===== src/common/hbp_pkg.sv =====
package hbp_pkg;

   // Bus style encodings on the style select pins.
   localparam logic [1:0] STYLE_GENERIC = 2'h0;
   localparam logic [1:0] STYLE_DSTROBE = 2'h1;
   localparam logic [1:0] STYLE_ECLOCK = 2'h2;

   // Addressing mode select levels.
   localparam logic MODE_INDIRECT = 1'h0;
   localparam logic MODE_DIRECT = 1'h1;

   // Widths of the host buses.
   localparam int DATA_W = 8;
   localparam int ADDR_W = 16;

   // Reset values of the sampled configuration.
   localparam logic [1:0] SHIFT_SEL_RST = 2'h0;
   localparam logic [1:0] STYLE_RST = 2'h0;
   localparam logic MODE_RST = 1'h0;

   // Internal access time seen by the host through the wait pin, in ns.
   localparam int ACCESS_NS = 16;
   localparam int CLK_PERIOD_NS = 4;
   localparam int ACCESS_CYC = (ACCESS_NS + CLK_PERIOD_NS - 1) / CLK_PERIOD_NS;

   // Pixel shift clock divide ratios per select code (half periods in clocks).
   localparam logic [3:0] SHIFT_HALF_0 = 4'h1;
   localparam logic [3:0] SHIFT_HALF_1 = 4'h2;
   localparam logic [3:0] SHIFT_HALF_2 = 4'h4;
   localparam logic [3:0] SHIFT_HALF_3 = 4'h8;

   // Sampled static configuration.
   typedef struct packed {
      logic [1:0] shift_sel;
      logic [1:0] style;
      logic mode;
   } hbp_cfg_t;

   // One accepted host access toward the core.
   typedef struct packed {
      logic write;
      logic is_param;
      logic [ADDR_W-1:0] addr;
      logic [DATA_W-1:0] data;
   } hbp_req_t;

endpackage : hbp_pkg


===== src/verilog/hbp_sync.sv =====
// Two-stage synchroniser for a bundle of pin levels.
module hbp_sync #(
   parameter int W = 1
) (
   // Clock and reset
   input wire logic ref_clk,
   input wire logic rst_b,
   // Levels
   input wire logic [W-1:0] d,
   output logic [W-1:0] q
);

   logic [W-1:0] meta_r;

   // The first stage feeds only the second stage.
   always_ff @(posedge ref_clk or negedge rst_b) begin
      if (!rst_b) begin
         meta_r <= '0;
         q <= '0;
      end else begin
         meta_r <= d;
         q <= meta_r;
      end
   end

endmodule : hbp_sync


===== src/verilog/hbp_port.sv =====
module hbp_port #(
   parameter int DW = hbp_pkg::DATA_W,
   parameter int AW = hbp_pkg::ADDR_W
) (
   // Clock and reset
   input wire logic ref_clk,
   input wire logic rst_b,
   // Static configuration pins
   input wire logic [1:0] shift_clock_cycle_select,
   input wire logic [1:0] bus_style_select,
   input wire logic addressing_mode_select,
   // Host control pins
   input wire logic chip_select_n,
   input wire logic read_strobe_n,
   input wire logic write_strobe_n,
   input wire logic [AW-1:0] host_addr,
   // Host data pins
   input wire logic [DW-1:0] data_in,
   output logic [DW-1:0] data_out,
   output logic data_oe,
   // Wait pin
   output logic wait_out,
   output logic wait_oe,
   // Core side
   output hbp_pkg::hbp_req_t req_r,
   output logic req_valid_r,
   input wire logic [DW-1:0] core_rdata,
   // Display shift clock
   output logic pixel_shift_clock,
   // Sampled configuration
   output hbp_pkg::hbp_cfg_t cfg_r
);

   typedef enum logic [1:0] {
      WT_IDLE,
      WT_HOLD,
      WT_DONE
   } hbp_wait_t;

   localparam int SW = 3 + AW + DW;

   logic [SW-1:0] pin_raw;
   logic [SW-1:0] pin_s;
   logic cs_n_s;
   logic rd_s;
   logic wr_s;
   logic [AW-1:0] addr_s;
   logic [DW-1:0] din_s;
   logic rd_d_r;
   logic wr_d_r;
   logic cfg_done_r;
   logic [4:0] cfg_raw;
   logic [4:0] cfg_s;
   logic [1:0] settle_r;
   logic [DW-1:0] rdata_r;
   logic active;
   logic rd_dir;
   logic take;
   logic take_write;
   logic gen_rd;
   hbp_wait_t wst_r;
   logic [3:0] wcnt_r;
   logic [3:0] shift_cnt_r;
   logic [3:0] shift_half;

   // All asynchronous host pins pass two flops before any logic.
   assign pin_raw = {chip_select_n, read_strobe_n, write_strobe_n, host_addr, data_in};

   hbp_sync #(.W(SW)) u_sync (
      .ref_clk(ref_clk),
      .rst_b(rst_b),
      .d(pin_raw),
      .q(pin_s)
   );

   assign {cs_n_s, rd_s, wr_s, addr_s, din_s} = pin_s;

   // The strap pins are static but still come from outside, so they get their own two flops.
   assign cfg_raw = {shift_clock_cycle_select, bus_style_select, addressing_mode_select};

   hbp_sync #(.W(5)) u_cfg_sync (
      .ref_clk(ref_clk),
      .rst_b(rst_b),
      .d(cfg_raw),
      .q(cfg_s)
   );

   // The synchronisers show reset levels for two clocks after release, so nothing trusts them before.
   always_ff @(posedge ref_clk or negedge rst_b) begin
      if (!rst_b) begin
         settle_r <= '0;
      end else if (settle_r != 2'h3) begin
         settle_r <= settle_r + 2'h1;
      end
   end

   // Configuration is caught once the synchronised copies are real, then frozen.
   // Gating on cfg_done_r also keeps the stale strobe history from faking an edge after reset.
   always_ff @(posedge ref_clk or negedge rst_b) begin
      if (!rst_b) begin
         cfg_r <= '{hbp_pkg::SHIFT_SEL_RST, hbp_pkg::STYLE_RST, hbp_pkg::MODE_RST};
         cfg_done_r <= 1'b0;
      end else if (!cfg_done_r && settle_r == 2'h2) begin
         cfg_r.shift_sel <= cfg_s[4:3];
         cfg_r.style <= cfg_s[2:1];
         cfg_r.mode <= cfg_s[0];
         cfg_done_r <= 1'b1;
      end
   end

   // Previous strobe levels for edge detection on synchronised copies.
   always_ff @(posedge ref_clk or negedge rst_b) begin
      if (!rst_b) begin
         rd_d_r <= 1'b1;
         wr_d_r <= 1'b1;
      end else begin
         rd_d_r <= rd_s;
         wr_d_r <= wr_s;
      end
   end

   // Strobe decoding per bus style; the shared strobe means different things.
   always_comb begin
      active = 1'b0;
      rd_dir = 1'b0;
      take = 1'b0;
      take_write = 1'b0;
      gen_rd = 1'b0;
      unique case (cfg_r.style)
         hbp_pkg::STYLE_ECLOCK: begin
            active = rd_s;
            rd_dir = wr_s;
            take = rd_s && !rd_d_r;
            take_write = !wr_s;
         end
         hbp_pkg::STYLE_DSTROBE: begin
            active = !rd_s;
            rd_dir = wr_s;
            take = !rd_s && rd_d_r;
            take_write = !wr_s;
         end
         default: begin
            gen_rd = !rd_s;
            active = gen_rd;
            rd_dir = 1'b1;
            take = (!rd_s && rd_d_r) || (wr_s && !wr_d_r);
            take_write = wr_s && !wr_d_r;
         end
      endcase
      if (cs_n_s || !cfg_done_r) begin
         active = 1'b0;
         take = 1'b0;
      end
   end

   // Accepted access toward the core, one-cycle valid pulse.
   always_ff @(posedge ref_clk or negedge rst_b) begin
      if (!rst_b) begin
         req_r <= '0;
         req_valid_r <= 1'b0;
      end else begin
         req_valid_r <= take;
         if (take) begin
            req_r.write <= take_write;
            req_r.is_param <= (cfg_r.mode == hbp_pkg::MODE_INDIRECT) && !addr_s[0];
            req_r.data <= din_s;
            if (cfg_r.mode == hbp_pkg::MODE_DIRECT) begin
               req_r.addr <= addr_s;
            end else begin
               req_r.addr <= {{(AW-1){1'b0}}, addr_s[0]};
            end
         end
      end
   end

   // Read data is held in a register so the pins never see core glitches.
   always_ff @(posedge ref_clk or negedge rst_b) begin
      if (!rst_b) begin
         rdata_r <= '0;
      end else if (take && !take_write) begin
         rdata_r <= core_rdata;
      end
   end

   // Drivers on only during an active read with chip select low.
   assign data_out = rdata_r;
   assign data_oe = rst_b && active && rd_dir && (cfg_r.style == hbp_pkg::STYLE_GENERIC ? gen_rd : 1'b1);

   // Wait handshake, generic bus only: low for the access time, high once, then released.
   always_ff @(posedge ref_clk or negedge rst_b) begin
      if (!rst_b) begin
         wst_r <= WT_IDLE;
         wcnt_r <= '0;
      end else begin
         unique case (wst_r)
            WT_IDLE: begin
               if (take && cfg_r.style == hbp_pkg::STYLE_GENERIC) begin
                  wst_r <= WT_HOLD;
                  wcnt_r <= 4'(hbp_pkg::ACCESS_CYC);
               end
            end
            WT_HOLD: begin
               if (wcnt_r <= 4'h1) begin
                  wst_r <= WT_DONE;
               end
               wcnt_r <= wcnt_r - 4'h1;
            end
            WT_DONE: begin
               wst_r <= WT_IDLE;
            end
         endcase
      end
   end

   assign wait_out = (wst_r == WT_DONE);
   assign wait_oe = (wst_r != WT_IDLE);

   // Pixel shift clock divider; the period follows the sampled select code.
   always_comb begin
      unique case (cfg_r.shift_sel)
         2'h0: shift_half = hbp_pkg::SHIFT_HALF_0;
         2'h1: shift_half = hbp_pkg::SHIFT_HALF_1;
         2'h2: shift_half = hbp_pkg::SHIFT_HALF_2;
         2'h3: shift_half = hbp_pkg::SHIFT_HALF_3;
      endcase
   end

   always_ff @(posedge ref_clk or negedge rst_b) begin
      if (!rst_b) begin
         shift_cnt_r <= '0;
         pixel_shift_clock <= 1'b0;
      end else if (shift_cnt_r + 4'h1 >= shift_half) begin
         shift_cnt_r <= '0;
         pixel_shift_clock <= !pixel_shift_clock;
      end else begin
         shift_cnt_r <= shift_cnt_r + 4'h1;
      end
   end

endmodule : hbp_port


===== config.mk =====
export PLATFORM = sky130hd
export DESIGN_NAME = hbp_port
export DESIGN_NICKNAME = d
export VERILOG_FILES = /design/src/common/hbp_pkg.sv /design/src/verilog/hbp_sync.sv /design/src/verilog/hbp_port.sv
export SDC_FILE = /design/constraint.sdc
export NUM_CORES = 1
export LEC_CHECK = 0
export BUFFER_PORTS_ARGS = -buffer_cell sky130_fd_sc_hd__buf_2
export CORE_MARGIN = 8
export CORE_UTILIZATION = 40
export CTS_CLUSTER_DIAMETER = 30
export DETAILED_ROUTE_END_ITERATION = 10
export PLACE_DENSITY = 0.72
export SETUP_SLACK_MARGIN = 0.2
export SYNTH_ARGS = -nofsm -noshare
export SYNTH_HDL_FRONTEND = slang
export SYNTH_HIERARCHICAL = 1
export SYNTH_SLANG_ARGS = --single-unit

===== constraint.sdc =====
create_clock -name ref_clk -period 2.25 [get_ports ref_clk]
set_clock_uncertainty 0.1 [all_clocks]
set_input_delay 0.1125 -clock ref_clk [delete_from_list [all_inputs] [get_ports ref_clk]]
set_output_delay 0.1125 -clock ref_clk [all_outputs]
set_load 0.02 [all_outputs]

==> key figures <==
Critical path
  • Slowest stage delay, CP: 400 ps
  • Worst Setup End Kind: primary output
  • Crit path DAT: 1870 ps
  • Critical path class: reg2out
  • CP max stage cell: dfrtp_2
  • Required time worst endpoint: 2040 ps
  • Startpoint types: flip-flop
  • CP Cell Sequence: inv_4 > ha_4 > nor2_1 > a21oi_1 > o32ai_2 > and3_4 > buf_6
  • Buf/Inv on CP: 2
  • Launch point of the worst path: cfg_r[2]
  • Worst r2r src: cfg_r[1]
  • Delay-heaviest family, CP: flip-flops
  • Critical path peak fanout: 4

STA
  • Final Hold Viols: 0
  • Slew HR: 48.2%
  • Hold_ws: 155 ps
  • Setup TNS: 0 ps
  • Period utilization: 92.4%
  • Fmax: 481 MHz
  • RSZ-0062 raised after global routing: true
  • Worst Max-Slew Pin Slew: 778 ps
  • Final Max Tran Viols: 0
  • Setup violators final: 0
  • Post-layout min period: 2080 ps

Final layout
  • Filler cells: 794
  • Final net count: 515
  • Design Area, Final: 5880 um2
  • Antenna Cells: 0
  • Final Non-Filler Cells: 603
  • Layout area overhead: 42.4%
  • Share of layout cells above drive strength 1: 33.8%

GRT
  • Initial antenna violation count: 0
  • Total gr overflow: 0
  • Number of global-route vias before repair: 3,001
  • First-pass GRT wire length: 14,500 um
  • Pin count of the biggest net entering global routing: 65
  • Total track usage: 13.1%

Die
  • Top-Level Pins: 86
  • Num rows: 37
  • Die H: 118 um
  • Die ar.: 13,800 um2
  • Core Region: 10,200 um2
  • Initial Util: 40.5%
  • Die Wd: 118 um

Synth
  • Syn avg cell area: 13.4 um2
  • Post-Syn Nets: 364
  • Ys flop type: dfrtp_1
  • Largest area contributor in the netlist: dfrtp_1
  • Yosys warns: 6
  • Dominant cells by area after synthesis: dfrtp_1 (72%), nand2_1 (5.9%), ha_1 (4.5%), mux2_2 (3.0%), nand3_1 (2.1%)
  • Seq/Total Area, Yosys: 72.8%
  • Most frequent cells after synthesis: dfrtp_1 (118), nand2_1 (65), nand3_1 (17), ha_1 (15), nor2_1 (14)
  • Most numerous cell in the Yosys netlist: dfrtp_1
  • Synthesized flop and latch total: 120
  • Syn Inst Count: 307
  • Yosys top cell area share: 71.5%
  • EDFF count, synth: 0
  • Synth async-reset ratio: 100%
  • Yosys cell types: 36
  • Synth Cell Area: 4130 um2

Routing
  • Initial drt markers: 113
  • TritonRoute pass-1 iters: 4
  • Via count: 2,711
  • Drt via density: 4.50
  • Drt drc: 0
  • WL final: 8680 um
  • Drt wl/cell: 14.4 um
  • Antenna Nets Post-Route: 0

Placement
  • Placed Area: 4780 um2
  • DP Wirelength: 5430 um
  • PortBufs: 85
  • Final GP Congestion: 0.754
  • Inst Count DP: 525

Worst hold path
  • Hold Crit Start: data_in[1]
  • Class of the worst hold path: in2reg

Clock tree
  • Clk sinks: 120
  • Clk Tree Root Cell: clkbuf_8
  • Clock insertion delay at the later pin of the skew report: 490 ps
  • CTS tree: yes
  • CTS Buffer Depth: 2
  • H-tree depth: 4
  • Total CTS buffers: 17
  • Clock-pin slew of the registers on the worst-case setup and hold paths: 50 ps

Pwr
  • PD cells: 1110 nW/um2
  • Leak Pwr: 2.90 nW
  • Max rail drop VDD: 0.929 mV

Run
  • Max Cap Viol: 0

Status
  • Outcome: complete, no violations
-- area by class of cell --
class | count | area, um2 | area share, %
Inverter | 11 | 48.8 | 0.830
Sequential cell | 120 | 3010 | 51.1
Multi-Input combinational cell | 167 | 1110 | 18.9
Clock inverter | 10 | 131 | 2.23
Tap cell | 136 | 170 | 2.89
Clock buffer | 18 | 428 | 7.28
Timing Repair Buffer | 141 | 981 | 16.7
-- state kept, by name, summed over array words and instances (netlist names), 2 cells and up --
signal / flops
settle_r: 2
u_sync/meta_r: 27
req_r: 26
cfg_r: 5
shift_cnt_r: 4
u_sync/q: 27
data_out: 8
u_cfg_sync/q: 5
u_cfg_sync/meta_r: 5
wst_r: 2
wcnt_r: 4
-- stage by stage --
stage,setup slack (ps),utilization (%),power (mW)
2_1_floorplan,166,-,3.45
3_3_place_gp,182,46.9,3.85
3_5_place_dp,115,46.9,3.91
4_1_cts,151,57.2,6.55
5_1_grt,92.1,57.7,6.85
6_report,170,57.7,6.50
-- routing by layer --
metal / vias up / track usage, % / wire length [um]
met5: - / 0 / 0
met2: 68 / 23.4 / 4670
met1: 1324 / 13.6 / 3450
li1: 1307 / - / -
met3: 12 / 4.94 / 438
met4: 0 / 5.20 / 123
-- layout by cell type, fill, tap and decap left out, types with 2 or more instances in the layout --
cell / netlist / routed
o31ai_1: 2 / 2
inv_1: 10 / 8
mux2_2: 11 / 10
xor2_1: 2 / 2
nand3_1: 17 / 17
clkbuf_8: 0 / 2
dfstp_2: 2 / 2
bufinv_16: 0 / 3
dlygate4sd3_1: 0 / 41
ha_4: 0 / 2
clkinv_2: 0 / 5
nand2_1: 65 / 64
ha_1: 15 / 13
inv_4: 0 / 3
buf_4: 0 / 12
nand2b_1: 3 / 3
o21ai_0: 7 / 7
buf_6: 0 / 4
xnor2_1: 3 / 3
clkbuf_16: 0 / 16
buf_2: 5 / 83
nor2b_1: 7 / 7
a21oi_2: 1 / 2
dfrtp_1: 118 / 116
dfrtp_2: 0 / 2
nor2_1: 14 / 14
mux2i_1: 3 / 3
-- logic make-up (layout without fill, tap and decap cells) --
logic type,Yosys count,in the layout,share of synthesized area [%]
DFF,120,120,72.8
and+or+nand+nor,110,110,11.4
AOI/OAI and AO/OA,23,23,4.52
buffers and inverters,20,180,1.97
adders and majority gates,15,15,4.55
muxes,14,14,3.73
xor gates and xnor gates,5,5,1.06
-- power breakdown --
group | leakage [nW] | internal [mW] | switching, mW | total, mW
Sequential | 1.43 | 2.46 | 0.184 | 2.64
Clock | 0.278 | 1.68 | 0.849 | 2.53
Combinational | 1.19 | 0.569 | 0.766 | 1.33
-- final timing paths --
kind | end | slack (ps) | depth (start not counted)
worst max-delay path | data_oe | 170 | 7
worst min-delay path | u_sync/meta_r[1] | 150 | 2
worst max register to register | data_out[2] | 190 | 8
worst min register to register | u_sync/q[18] | 240 | 0
max in group asynchronous | u_sync/q[9] | 1230 | 3
min in group asynchronous | u_sync/q[2] | 260 | 3
-- timing repair --
action | in CTS | in global routing
pin swaps | 5 | 7
setup endpoints to repair | 33 | 23
gates cloned | 0 | 0
gates resized for setup | 10 | 6
setup buffers | 5 | 4
hold endpoints to repair | 158 | 0
hold buffers | 41 | 0
No activity file was read; power rests on OpenSTA's default activity.
